File: src/hw/trap_seq_pkg.sv
`default_nettype none
package trap_seq_pkg;
  localparam logic [7:0] REG_PSW_OFS = 8'h00;
  localparam logic [7:0] REG_PC_OFS = 8'h04;
  localparam logic [7:0] REG_SP_OFS = 8'h08;
  localparam logic [7:0] REG_MODE_LOAD_OFS = 8'h0C;
  localparam logic [7:0] REG_MODE_OFS = 8'h10;
  localparam logic [7:0] REG_STATUS_OFS = 8'h14;
  localparam logic [7:0] REG_RESTART_OFS = 8'h18;
  localparam logic [7:0] PSW_RST = 8'h00;
  localparam logic [7:0] PSW_T_MASK = 8'h10;
  localparam logic [7:0] HALT_PSW = 8'hE0;
  localparam logic [15:0] WORD_RST = 16'h0000;
  localparam logic [15:0] STACK_STEP = 16'h0002;
  localparam logic [15:0] VEC_ILLEGAL = 16'h0004;
  localparam logic [15:0] VEC_RSV = 16'h0008;
  localparam logic [15:0] VEC_TRACE = 16'h000C;
  localparam logic [15:0] VEC_IOT = 16'h0010;
  localparam logic [15:0] VEC_PF = 16'h0014;
  localparam logic [15:0] VEC_EMT = 16'h0018;
  localparam logic [15:0] VEC_TRAP = 16'h001C;
  localparam logic [15:0] CP7_BASE = 16'h0060;
  localparam logic [15:0] CP6_BASE = 16'h0040;
  localparam logic [15:0] CP5_BASE = 16'h0050;
  localparam logic [15:0] CP4_BASE = 16'h0030;
  localparam logic [3:0] CP_IDLE = 4'hF;
  localparam logic [15:0] OP_HALT = 16'h0000;
  localparam logic [15:0] OP_WAIT = 16'h0001;
  localparam logic [15:0] OP_RTI = 16'h0002;
  localparam logic [15:0] OP_BPT = 16'h0003;
  localparam logic [15:0] OP_IOT = 16'h0004;
  localparam logic [15:0] OP_RESET = 16'h0005;
  localparam logic [15:0] OP_RTT = 16'h0006;
  localparam logic [15:0] CC_OP_BASE = 16'h00A0;
  localparam logic [15:0] CC_OP_MASK = 16'hFFE0;
  localparam logic [3:0] RST_GROUPS = 4'h9;
  localparam logic [1:0] RST_GROUP_LEN = 2'h3;
  typedef enum logic [2:0] {TX_READ, TX_WRITE, TX_INTERRUPT_ACKNOWLEDGE_CYCLE, TX_REFRESH, TX_NOP, TX_POLL} txn_kind_e;
  typedef struct packed {
    txn_kind_e kind;
    logic [15:0] addr;
    logic [15:0] wdata;
  } txn_s;
  typedef enum logic [3:0] {ST_IDLE, ST_ARB, ST_ACK, ST_VREAD, ST_PUSH_PS, ST_PUSH_PC,
    ST_RD_PC, ST_RD_PS, ST_POP_PC, ST_POP_PS, ST_WREF, ST_WNOP, ST_WPOLL, ST_RNOP,
    ST_RPOLL} seq_state_e;
  typedef enum logic [2:0] {SEL_NONE, SEL_HALT, SEL_TRACE, SEL_PF, SEL_CP, SEL_ITRAP} sel_e;
endpackage
`default_nettype wire

File: src/hw/cpu_trap_interrupt_sequencer.sv
// Design decisions made here: the AHB-Lite slave port and the address map.
`default_nettype none
module cpu_trap_interrupt_sequencer (
  input wire logic hclk,
  input wire logic hresetn,
  input wire logic hsel,
  input wire logic [31:0] haddr,
  input wire logic [1:0] htrans,
  input wire logic hwrite,
  input wire logic [2:0] hsize,
  input wire logic [31:0] hwdata,
  input wire logic hready,
  output logic hreadyout,
  output logic [31:0] hrdata,
  output logic hresp,
  input wire logic instr_valid,
  input wire logic [15:0] instr_opcode,
  input wire logic [15:0] instr_next_pc,
  output logic instr_ready,
  output logic txn_valid,
  output trap_seq_pkg::txn_s txn,
  input wire logic txn_done,
  input wire logic [15:0] txn_rdata,
  input wire logic halt_n,
  input wire logic power_fail_n,
  input wire logic [3:0] coded_priority_n,
  input wire logic external_vector_n,
  output logic bus_clear_n,
  output logic [7:0] processor_status_word
);
  trap_seq_pkg::seq_state_e state_r;
  trap_seq_pkg::sel_e sel_c;
  logic [6:0] sync1_r;
  logic [6:0] sync2_r;
  logic halt_q_r;
  logic pf_q_r;
  logic halt_evt_r;
  logic pf_evt_r;
  logic [7:0] psw_r;
  logic [15:0] pc_r;
  logic [15:0] sp_r;
  logic [15:0] vec_r;
  logic [15:0] mode_r;
  logic [15:0] mode_load_r;
  logic [15:0] restart_r;
  logic itrap_r;
  logic [15:0] itrap_vec_r;
  logic trace_flag_r;
  logic in_pf_r;
  logic is_halt_r;
  logic [3:0] grp_r;
  logic [1:0] pos_r;
  logic bus_clear_n_r;
  logic wr_en_r;
  logic [7:0] waddr_r;
  logic [31:0] hrdata_r;
  logic [31:0] rd_c;
  logic halt_s;
  logic pf_s;
  logic [3:0] cp_s;
  logic ext_vec_s;
  logic accept;
  logic itrap_c;
  logic [15:0] itrap_vec_c;
  logic cc_op;
  logic [2:0] cp_lvl;
  logic [15:0] cp_base;
  logic [15:0] cp_vec;
  logic cp_req;
  logic trace_pend;
  logic wake;
  logic [15:0] sel_vec;
  logic ahb_acc;

  // full decode of the defined instruction space, octal digit by digit
  function automatic logic is_defined(input logic [15:0] op);
    logic [2:0] a;
    logic [2:0] b;
    logic [2:0] c;
    logic ok;
    a = op[14:12];
    b = op[11:9];
    c = op[8:6];
    ok = 1'b0;
    if (a != 3'd0 && a != 3'd7) begin
      ok = 1'b1;
    end else if (a == 3'd7) begin
      ok = !op[15] && (b == 3'd4 || b == 3'd7);
    end else if (b == 3'd0 && !op[15]) begin
      case (c)
        3'd0: ok = op[5:3] == 3'd0;
        3'd2: ok = op[5:3] == 3'd0 || op[5];
        default: ok = 1'b1;
      endcase
    end else if (b <= 3'd5) begin
      ok = 1'b1;
    end else if (b == 3'd6) begin
      ok = c <= 3'd3 || c == 3'd7 || (op[15] && c == 3'd4);
    end
    return ok;
  endfunction

  // pins cross in on two flops before anything looks at them
  always_ff @(posedge hclk or negedge hresetn) begin
    if (!hresetn) begin
      sync1_r <= 7'h7F;
      sync2_r <= 7'h7F;
    end else begin
      sync1_r <= {external_vector_n, coded_priority_n, power_fail_n, halt_n};
      sync2_r <= sync1_r;
    end
  end

  assign halt_s = sync2_r[0];
  assign pf_s = sync2_r[1];
  assign cp_s = sync2_r[5:2];
  assign ext_vec_s = !sync2_r[6];
  assign accept = state_r == trap_seq_pkg::ST_IDLE && instr_valid;
  assign instr_ready = state_r == trap_seq_pkg::ST_IDLE;
  assign cc_op = (instr_opcode & trap_seq_pkg::CC_OP_MASK) == trap_seq_pkg::CC_OP_BASE;
  assign trace_pend = trace_flag_r && !itrap_r;
  assign wake = halt_evt_r || pf_evt_r || cp_req;

  // halt and power-fail are edge events; set wins over the take
  always_ff @(posedge hclk or negedge hresetn) begin
    if (!hresetn) begin
      halt_q_r <= 1'b1;
      pf_q_r <= 1'b1;
      halt_evt_r <= 1'b0;
      pf_evt_r <= 1'b0;
    end else begin
      halt_q_r <= halt_s;
      pf_q_r <= pf_s;
      halt_evt_r <= (halt_q_r && !halt_s) || (accept && instr_opcode == trap_seq_pkg::OP_HALT)
        || (halt_evt_r && sel_c != trap_seq_pkg::SEL_HALT);
      pf_evt_r <= (pf_q_r && !pf_s) || (pf_evt_r && sel_c != trap_seq_pkg::SEL_PF);
    end
  end

  always_comb begin
    case (cp_s[3:2])
      2'd0: begin
        cp_lvl = 3'd7;
        cp_base = trap_seq_pkg::CP7_BASE;
      end
      2'd1: begin
        cp_lvl = 3'd6;
        cp_base = trap_seq_pkg::CP6_BASE;
      end
      2'd2: begin
        cp_lvl = 3'd5;
        cp_base = trap_seq_pkg::CP5_BASE;
      end
      default: begin
        cp_lvl = 3'd4;
        cp_base = trap_seq_pkg::CP4_BASE;
      end
    endcase
    cp_vec = cp_base + {12'h000, cp_s[1:0], 2'b00};
    // relies on the requester holding the lines until acknowledged
    cp_req = cp_s != trap_seq_pkg::CP_IDLE && cp_lvl > psw_r[7:5];
  end

  // a trace that meets an instruction trap yields to it and is dropped when the trap is taken
  always_comb begin
    sel_c = trap_seq_pkg::SEL_NONE;
    sel_vec = trap_seq_pkg::VEC_TRACE;
    if (state_r == trap_seq_pkg::ST_ARB) begin
      if (halt_evt_r) begin
        sel_c = trap_seq_pkg::SEL_HALT;
      end else if (trace_pend) begin
        sel_c = trap_seq_pkg::SEL_TRACE;
      end else if (pf_evt_r) begin
        sel_c = trap_seq_pkg::SEL_PF;
        sel_vec = trap_seq_pkg::VEC_PF;
      end else if (cp_req) begin
        sel_c = trap_seq_pkg::SEL_CP;
        sel_vec = cp_vec;
      end else if (itrap_r) begin
        sel_c = trap_seq_pkg::SEL_ITRAP;
        sel_vec = itrap_vec_r;
      end
    end
  end

  always_comb begin
    itrap_c = 1'b1;
    itrap_vec_c = trap_seq_pkg::VEC_RSV;
    if (!is_defined(instr_opcode)) begin
      itrap_vec_c = trap_seq_pkg::VEC_RSV;
    end else if (instr_opcode == trap_seq_pkg::OP_IOT) begin
      itrap_vec_c = trap_seq_pkg::VEC_IOT;
    end else if (instr_opcode == trap_seq_pkg::OP_BPT) begin
      itrap_vec_c = trap_seq_pkg::VEC_TRACE;
    end else if (instr_opcode[15:9] == 7'h44) begin
      itrap_vec_c = instr_opcode[8] ? trap_seq_pkg::VEC_TRAP : trap_seq_pkg::VEC_EMT;
    end else if ((instr_opcode[15:6] == 10'h001 || instr_opcode[15:9] == 7'h04)
        && instr_opcode[5:3] == 3'd0) begin
      itrap_vec_c = trap_seq_pkg::VEC_ILLEGAL;
    end else if (instr_opcode == trap_seq_pkg::OP_RTI && in_pf_r) begin
      itrap_vec_c = trap_seq_pkg::VEC_RSV;
    end else begin
      itrap_c = 1'b0;
    end
  end

  always_comb begin
    txn_valid = 1'b1;
    txn.kind = trap_seq_pkg::TX_NOP;
    txn.addr = trap_seq_pkg::WORD_RST;
    txn.wdata = trap_seq_pkg::WORD_RST;
    case (state_r)
      trap_seq_pkg::ST_ACK: txn.kind = trap_seq_pkg::TX_INTERRUPT_ACKNOWLEDGE_CYCLE;
      trap_seq_pkg::ST_VREAD: begin
        txn.kind = trap_seq_pkg::TX_READ;
        txn.addr = vec_r;
      end
      trap_seq_pkg::ST_PUSH_PS: begin
        txn.kind = trap_seq_pkg::TX_WRITE;
        txn.addr = sp_r - trap_seq_pkg::STACK_STEP;
        txn.wdata = {8'h00, psw_r};
      end
      trap_seq_pkg::ST_PUSH_PC: begin
        txn.kind = trap_seq_pkg::TX_WRITE;
        txn.addr = sp_r - trap_seq_pkg::STACK_STEP;
        txn.wdata = pc_r;
      end
      trap_seq_pkg::ST_RD_PC: begin
        txn.kind = trap_seq_pkg::TX_READ;
        txn.addr = vec_r;
      end
      trap_seq_pkg::ST_RD_PS: begin
        txn.kind = trap_seq_pkg::TX_READ;
        txn.addr = vec_r + trap_seq_pkg::STACK_STEP;
      end
      trap_seq_pkg::ST_POP_PC, trap_seq_pkg::ST_POP_PS: begin
        txn.kind = trap_seq_pkg::TX_READ;
        txn.addr = sp_r;
      end
      trap_seq_pkg::ST_WREF: txn.kind = trap_seq_pkg::TX_REFRESH;
      trap_seq_pkg::ST_WPOLL, trap_seq_pkg::ST_RPOLL: txn.kind = trap_seq_pkg::TX_POLL;
      trap_seq_pkg::ST_WNOP, trap_seq_pkg::ST_RNOP: txn.kind = trap_seq_pkg::TX_NOP;
      default: txn_valid = 1'b0;
    endcase
  end

  always_ff @(posedge hclk or negedge hresetn) begin
    if (!hresetn) begin
      state_r <= trap_seq_pkg::ST_IDLE;
      psw_r <= trap_seq_pkg::PSW_RST;
      pc_r <= trap_seq_pkg::WORD_RST;
      sp_r <= trap_seq_pkg::WORD_RST;
      vec_r <= trap_seq_pkg::WORD_RST;
      itrap_r <= 1'b0;
      itrap_vec_r <= trap_seq_pkg::WORD_RST;
      trace_flag_r <= 1'b0;
      in_pf_r <= 1'b0;
      is_halt_r <= 1'b0;
      grp_r <= 4'h0;
      pos_r <= 2'h0;
      bus_clear_n_r <= 1'b1;
    end else begin
      if (wr_en_r) begin
        case (waddr_r)
          // software cannot touch the trace bit
          trap_seq_pkg::REG_PSW_OFS: psw_r <= (hwdata[7:0] & ~trap_seq_pkg::PSW_T_MASK)
            | (psw_r & trap_seq_pkg::PSW_T_MASK);
          trap_seq_pkg::REG_PC_OFS: pc_r <= hwdata[15:0];
          trap_seq_pkg::REG_SP_OFS: sp_r <= hwdata[15:0];
          default: ;
        endcase
      end
      case (state_r)
        trap_seq_pkg::ST_IDLE: if (instr_valid) begin
          pc_r <= instr_next_pc;
          trace_flag_r <= |(psw_r & trap_seq_pkg::PSW_T_MASK)
            && instr_opcode != trap_seq_pkg::OP_RTT;
          state_r <= trap_seq_pkg::ST_ARB;
          if (itrap_c) begin
            itrap_r <= 1'b1;
            itrap_vec_r <= itrap_vec_c;
          end
          if (cc_op) begin
            psw_r[3:0] <= instr_opcode[4] ? psw_r[3:0] | instr_opcode[3:0]
              : psw_r[3:0] & ~instr_opcode[3:0];
          end
          if (instr_opcode == trap_seq_pkg::OP_WAIT) begin
            state_r <= trap_seq_pkg::ST_WREF;
          end
          if (instr_opcode == trap_seq_pkg::OP_RESET) begin
            state_r <= trap_seq_pkg::ST_RNOP;
            bus_clear_n_r <= 1'b0;
            grp_r <= 4'h0;
            pos_r <= 2'h0;
          end
          if (instr_opcode == trap_seq_pkg::OP_RTT
              || (instr_opcode == trap_seq_pkg::OP_RTI && !in_pf_r)) begin
            state_r <= trap_seq_pkg::ST_POP_PC;
          end
          if (instr_opcode == trap_seq_pkg::OP_RTI) begin
            in_pf_r <= 1'b0;
          end
        end
        trap_seq_pkg::ST_ARB: begin
          vec_r <= sel_vec;
          is_halt_r <= sel_c == trap_seq_pkg::SEL_HALT;
          if (sel_c != trap_seq_pkg::SEL_NONE) begin
            trace_flag_r <= 1'b0;
          end
          if (sel_c == trap_seq_pkg::SEL_ITRAP) begin
            itrap_r <= 1'b0;
          end
          if (sel_c == trap_seq_pkg::SEL_PF) begin
            in_pf_r <= 1'b1;
          end
          case (sel_c)
            trap_seq_pkg::SEL_NONE: state_r <= trap_seq_pkg::ST_IDLE;
            trap_seq_pkg::SEL_PF, trap_seq_pkg::SEL_CP: state_r <= trap_seq_pkg::ST_ACK;
            default: state_r <= trap_seq_pkg::ST_PUSH_PS;
          endcase
        end
        trap_seq_pkg::ST_ACK: if (txn_done) begin
          // vector read after the ack only for an externally supplied vector
          state_r <= (ext_vec_s && vec_r != trap_seq_pkg::VEC_PF) ? trap_seq_pkg::ST_VREAD
            : trap_seq_pkg::ST_PUSH_PS;
        end
        trap_seq_pkg::ST_VREAD: if (txn_done) begin
          vec_r <= txn_rdata;
          state_r <= trap_seq_pkg::ST_PUSH_PS;
        end
        trap_seq_pkg::ST_PUSH_PS: if (txn_done) begin
          sp_r <= sp_r - trap_seq_pkg::STACK_STEP;
          state_r <= trap_seq_pkg::ST_PUSH_PC;
        end
        trap_seq_pkg::ST_PUSH_PC: if (txn_done) begin
          sp_r <= sp_r - trap_seq_pkg::STACK_STEP;
          state_r <= trap_seq_pkg::ST_RD_PC;
          if (is_halt_r) begin
            pc_r <= restart_r;
            psw_r <= trap_seq_pkg::HALT_PSW;
            state_r <= trap_seq_pkg::ST_ARB;
          end
        end
        trap_seq_pkg::ST_RD_PC: if (txn_done) begin
          pc_r <= txn_rdata;
          state_r <= trap_seq_pkg::ST_RD_PS;
        end
        trap_seq_pkg::ST_RD_PS: if (txn_done) begin
          psw_r <= txn_rdata[7:0] & ~trap_seq_pkg::PSW_T_MASK;
          state_r <= trap_seq_pkg::ST_ARB;
        end
        trap_seq_pkg::ST_POP_PC: if (txn_done) begin
          pc_r <= txn_rdata;
          sp_r <= sp_r + trap_seq_pkg::STACK_STEP;
          state_r <= trap_seq_pkg::ST_POP_PS;
        end
        trap_seq_pkg::ST_POP_PS: if (txn_done) begin
          psw_r <= txn_rdata[7:0];
          sp_r <= sp_r + trap_seq_pkg::STACK_STEP;
          state_r <= trap_seq_pkg::ST_ARB;
        end
        trap_seq_pkg::ST_WREF: if (txn_done) begin
          state_r <= trap_seq_pkg::ST_WNOP;
        end
        trap_seq_pkg::ST_WNOP: if (txn_done) begin
          state_r <= trap_seq_pkg::ST_WPOLL;
        end
        trap_seq_pkg::ST_WPOLL: if (txn_done) begin
          state_r <= wake ? trap_seq_pkg::ST_ARB : trap_seq_pkg::ST_WREF;
        end
        trap_seq_pkg::ST_RNOP: if (txn_done) begin
          pos_r <= pos_r + 2'h1;
          if (pos_r == trap_seq_pkg::RST_GROUP_LEN - 2'h1) begin
            pos_r <= 2'h0;
            grp_r <= grp_r + 4'h1;
            if (grp_r == trap_seq_pkg::RST_GROUPS - 4'h1) begin
              bus_clear_n_r <= 1'b1;
              state_r <= trap_seq_pkg::ST_RPOLL;
            end
          end
        end
        trap_seq_pkg::ST_RPOLL: if (txn_done) begin
          state_r <= trap_seq_pkg::ST_ARB;
        end
        default: state_r <= trap_seq_pkg::ST_IDLE;
      endcase
    end
  end

  always_ff @(posedge hclk or negedge hresetn) begin
    if (!hresetn) begin
      mode_r <= trap_seq_pkg::WORD_RST;
    end else if (accept && instr_opcode == trap_seq_pkg::OP_RESET) begin
      mode_r <= mode_load_r;
    end
  end

  assign bus_clear_n = bus_clear_n_r;
  assign processor_status_word = psw_r;

  // zero-wait slave: reads are sampled in the address phase
  assign ahb_acc = hsel && hready && htrans[1];
  assign hreadyout = 1'b1;
  assign hresp = 1'b0;
  assign hrdata = hrdata_r;

  always_comb begin
    rd_c = 32'h0000_0000;
    if (haddr[31:8] == 24'h00_0000) begin
      case (haddr[7:0])
        trap_seq_pkg::REG_PSW_OFS: rd_c = {24'h00_0000, psw_r};
        trap_seq_pkg::REG_PC_OFS: rd_c = {16'h0000, pc_r};
        trap_seq_pkg::REG_SP_OFS: rd_c = {16'h0000, sp_r};
        trap_seq_pkg::REG_MODE_LOAD_OFS: rd_c = {16'h0000, mode_load_r};
        trap_seq_pkg::REG_MODE_OFS: rd_c = {16'h0000, mode_r};
        trap_seq_pkg::REG_STATUS_OFS: rd_c = {vec_r, 9'h000, bus_clear_n_r, in_pf_r,
          itrap_r, trace_flag_r, halt_evt_r, pf_evt_r, instr_ready};
        trap_seq_pkg::REG_RESTART_OFS: rd_c = {16'h0000, restart_r};
        default: rd_c = 32'h0000_0000;
      endcase
    end
  end

  always_ff @(posedge hclk or negedge hresetn) begin
    if (!hresetn) begin
      wr_en_r <= 1'b0;
      waddr_r <= 8'h00;
      hrdata_r <= 32'h0000_0000;
    end else begin
      wr_en_r <= ahb_acc && hwrite && haddr[31:8] == 24'h00_0000;
      waddr_r <= haddr[7:0];
      hrdata_r <= (ahb_acc && !hwrite) ? rd_c : 32'h0000_0000;
    end
  end

  always_ff @(posedge hclk or negedge hresetn) begin
    if (!hresetn) begin
      mode_load_r <= trap_seq_pkg::WORD_RST;
      restart_r <= trap_seq_pkg::WORD_RST;
    end else if (wr_en_r) begin
      if (waddr_r == trap_seq_pkg::REG_MODE_LOAD_OFS) begin
        mode_load_r <= hwdata[15:0];
      end
      if (waddr_r == trap_seq_pkg::REG_RESTART_OFS) begin
        restart_r <= hwdata[15:0];
      end
    end
  end
endmodule
`default_nettype wire

File: config.mk
export PLATFORM = sky130hd
export DESIGN_NAME = cpu_trap_interrupt_sequencer
export DESIGN_NICKNAME = d
export VERILOG_FILES = /design/src/hw/trap_seq_pkg.sv /design/src/hw/cpu_trap_interrupt_sequencer.sv
export SDC_FILE = /design/constraint.sdc
export NUM_CORES = 1
export LEC_CHECK = 0
export ABC_AREA = 1
export BUFFER_PORTS_ARGS = -buffer_cell sky130_fd_sc_hd__buf_4
export CAP_MARGIN = 25
export CELL_PAD_IN_SITES_DETAIL_PLACEMENT = 1
export CELL_PAD_IN_SITES_GLOBAL_PLACEMENT = 2
export CORE_MARGIN = 3
export CORE_UTILIZATION = 29
export CTS_BUF_LIST = sky130_fd_sc_hd__clkbuf_8
export DETAILED_ROUTE_END_ITERATION = 7
export HOLD_SLACK_MARGIN = 0.06
export PLACE_DENSITY = 0.75
export SYNTH_ARGS = -nofsm -noshare
export SYNTH_HDL_FRONTEND = slang
export SYNTH_SLANG_ARGS = --single-unit
export TNS_END_PERCENT = 50
File: constraint.sdc
create_clock -name hclk -period 2.5 [get_ports hclk]
set_clock_uncertainty 0.05 [all_clocks]
set_input_delay 0.25 -clock hclk [delete_from_list [all_inputs] [get_ports hclk]]
set_output_delay 0.25 -clock hclk [all_outputs]
set_load 0.01 [all_outputs]
==> reports/results.ini <==
[logic_synthesis]
avgSynthCellArea_um2 = 7.09
ys_ff_latch = 181
seq_area_frac_synth_pct = 42.1
synthesis.nets = 1667
synthesis.area_um2 = 10800
synth_flop_cell = dfrtp_1
synth_edf_count = 0
yosysUniqueCellTypes = 49
syn_inst = 1524
yosys_warnings = 0
async_flop_share_pct = 100

[clock_network]
root_buffer = clkbuf_8
clock_latency_ns = 0.52
cts_sinks = 181
cts_tree = built
cts.reportedPaths.clkPinSlew_ns = 0.11
h-tree-depth = 4
clk_path_buf_depth = 2
cts_buffers = 17

[critical_path]
r2r_setup_slack_ns = 0.16
path_cells = inv_2 -> nand2_4 -> nor2_4 -> nor2_4 -> clkinvlp_4 -> a22oi_1 -> nand3_1 -> buf_4
rr_endpoint = state_r[1]
worstSetupPathType = register to output port
reg2regPathDepth = 14
r2r-start = sync2_r[4]
required_ns = 2.20
worstSetupEndpointType = output port
cp_slowest_cell = dfrtp_2
arrival_ns = 2.16
crit_top_cell = nor2_4
max_stage_delay_ns = 0.45
cp_max_fo = 6
start_kind = register

[min_path]
min_path_cells = 3
hp-start = txn_rdata[3]
hold_path_end = vec_r[3]
hold_path.class = input port to register

[timing]
slew_viol_final = 0
finalHoldViolCount = 0
fin_crit_sh_pct = 98.3
layout_min_cycle_time_ns = 2.46
slew-limit-headroom_pct = 56.5
fmax_mhz = 407
worst_pin_slew_ns = 0.652
timing.final.ws_setup_ns = 0.0414
rsz0062_at_grt = true
final-setup-viol-count = 0

[floorplan]
initial_utilization_pct = 29.4
io_pins = 211
fp-row-count = 70
die_y_um = 199
core_um2 = 36700
die_x_um = 199
die_area_um2 = 39600

[power_and_ir_drop]
p_per_area_nw_per_um2 = 783
power_w = 0.0115
irDropWorstVdd_v = 0.000377
p_leak_nw = 7.19

[place]
portBuffers = 188
pre_cts_slack_ns = -0.0339
place_hpwl_um = 35800
routabilityCongestion = 0.868

[cells_and_area]
postLayoutCoreUtil_pct = 40.0
num_antenna_cells = 0
drive_gt1_share_pct = 24.6
layout.nets = 1977
area_delta_synth_final_pct = 36.0

[status]
outcome = completed

[routing]
drt_wl_total_um = 46600
drtAntennaViolNets = 0
drcViolationCount = 0
num_vias = 11700
vias_per_cell = 5.06
firstDrtPassIters = 5
wl_per_cell_um = 20.1
drt_iter0_markers = 701

[grt]
overflow = 0
met1_usage_pct = 31.3
grt.busiest_layer = met2
use_met2_pct = 40.4
grt_pass1_vias = 12300
grtUsageTotal_pct = 23.7
antenna_found_initial = 0
grt_max_degree = 64
gr-usage-met3_pct = 3.10
grt_first_pass_wirelength_um = 71300

[flow_run]
cap_violations = 0

repair_timing:
item                                    CTS  global route
gates resized for setup                  64            67
setup buffers                            20            16
cloned                                    1             0
hold buffers                             60             1
endpoints found under the hold margin   138             1
pin swaps                                 8            15
endpoints found under the setup margin   25            35
Yosys cell counts, types with 2 or more instances:
library cell	instances	area, um^2
nand2_1	384	1440
conb_1	2	7.51
a221oi_1	14	123
nor2_2	5	31.3
o211ai_1	18	135
nand4_1	10	62.6
nand3b_1	6	45.0
ha_1	12	150
o22ai_1	11	68.8
a21boi_0	3	22.5
o221ai_1	11	96.3
a22oi_1	5	37.5
nor4_1	5	31.3
a31oi_1	2	12.5
inv_1	185	694
nor3_1	37	185
or2_2	5	31.3
nor2_1	182	683
nand3_1	117	586
a32o_1	3	30.0
o32ai_1	2	17.5
o21ai_1	3	15.0
o2111ai_1	8	70.1
buf_4	3	22.5
o31ai_1	4	30.0
buf_2	17	85.1
inv_2	9	33.8
a21oi_1	35	175
clkbuf_1	32	120
nand2_2	5	31.3
o21ai_0	180	901
nor2_4	7	78.8
dfrtp_1	164	4100
xor2_1	6	52.6
dfstp_2	17	447
o21ai_2	2	17.5
registers in the layout, indices dropped and copies added, names as in the netlist, 8 cells and up, named ones only:
register / flops
hrdata: 32
mode_load_r: 16
mode_r: 16
pc_r: 16
restart_r: 16
sp_r: 16
vec_r: 16
waddr_r: 8
report_power, final:
part / total (W) / switching [W] / internal (W)
Sequential: 0.00400 / 0.000592 / 0.00340
Clock: 0.00204 / 0.00131 / 0.000728
Combinational: 0.00547 / 0.00340 / 0.00207
Total: 0.0115 / 0.00530 / 0.00620
cells by family (layout without fill, tap and decap cells):
group                      Yosys count  in the layout  share of synthesized area (%)
AOI/OAI and AO/OA                  306            306                           16.7
xor gates and xnor gates             7              7                          0.568
adders and majority gates           12             12                           1.39
buffers and inverters              248            571                           8.93
DFF                                181            181                           42.1
muxes                                1              1                         0.0927
other                                2              2                         0.0696
and+or+nand+nor                    767            767                           30.1
worst max-delay path by stage:
stage	start	endpoint	slack (ns)
6_report	state_r[2]	txn[31]	0.04
5_1_grt	state_r[3]	txn[26]	-0.06
2_1_floorplan	sync2_r[4]	state_r[2]	0.13
3_5_place_dp	sync2_r[4]	state_r[2]	-0.03
4_1_cts	sp_r[5]	txn[29]	-0.005
3_3_place_gp	sync2_r[4]	state_r[2]	0.008
area by class of cell:
cell class	instances	area, um^2
flip-flops and latches	181	4570
multi-input cells	1095	5600
inverters	194	742
clock inverters	15	135
well taps	468	586
repair buffers	344	2810
clock buffers	17	234
fillers	4582	22000
repair inverters	1	7.51
per-stage QoR:
step / std cells / instance area, um^2 / TNS [ns] / hold WS [ns]
after CTS: 2298 / 14400 / -0.00505 / 0.0740
after global routing: 2315 / 14700 / -0.399 / 0.0636
after detailed placement: 2185 / 13000 / -0.0761 / 0.244
after floorplan: 1524 / 10800 / 0 / -0.0956
after global placement: 2185 / 13000 / 0 / 0.239
final: 2315 / 14700 / 0 / 0.0548
worst max-delay path: cells and delay by family (launching register included):
kind,cells,cell delay (ns)
buf+inv,3,0.51
compound gates,1,0.21
simple gates,4,0.48
flops,1,0.45
cell usage in the layout, fill, tap and decap left out, types with 6 or more instances in the layout:
cell type,Yosys,routed
nand2_1,384,371
buf_4,3,270
inv_1,185,171
nor2_1,182,170
o21ai_0,180,166
dfrtp_1,164,148
nand3_1,117,104
dlygate4sd3_1,0,61
nor3_1,37,36
a21oi_1,35,31
inv_2,9,18
o211ai_1,18,18
clkbuf_8,0,18
dfstp_2,17,17
o21ai_1,3,16
dfrtp_2,0,16
a221oi_1,14,14
nor2_4,7,13
nand2_2,5,12
nor2_2,5,11
o221ai_1,11,11
nand4_1,10,10
nand3_2,0,9
ha_1,12,9
buf_6,0,9
inv_6,0,8
nand2_4,1,7
o22ai_1,11,7
o2111ai_1,8,7
nand3b_1,6,6
metal layers:
metal  wire length [um]  share of wire [%]
met1              20800                 45
met2              22800                 49
met3               1730                3.7
met4               1230                2.6
met5                  0                  0
Power figures use the tool's default switching activity.
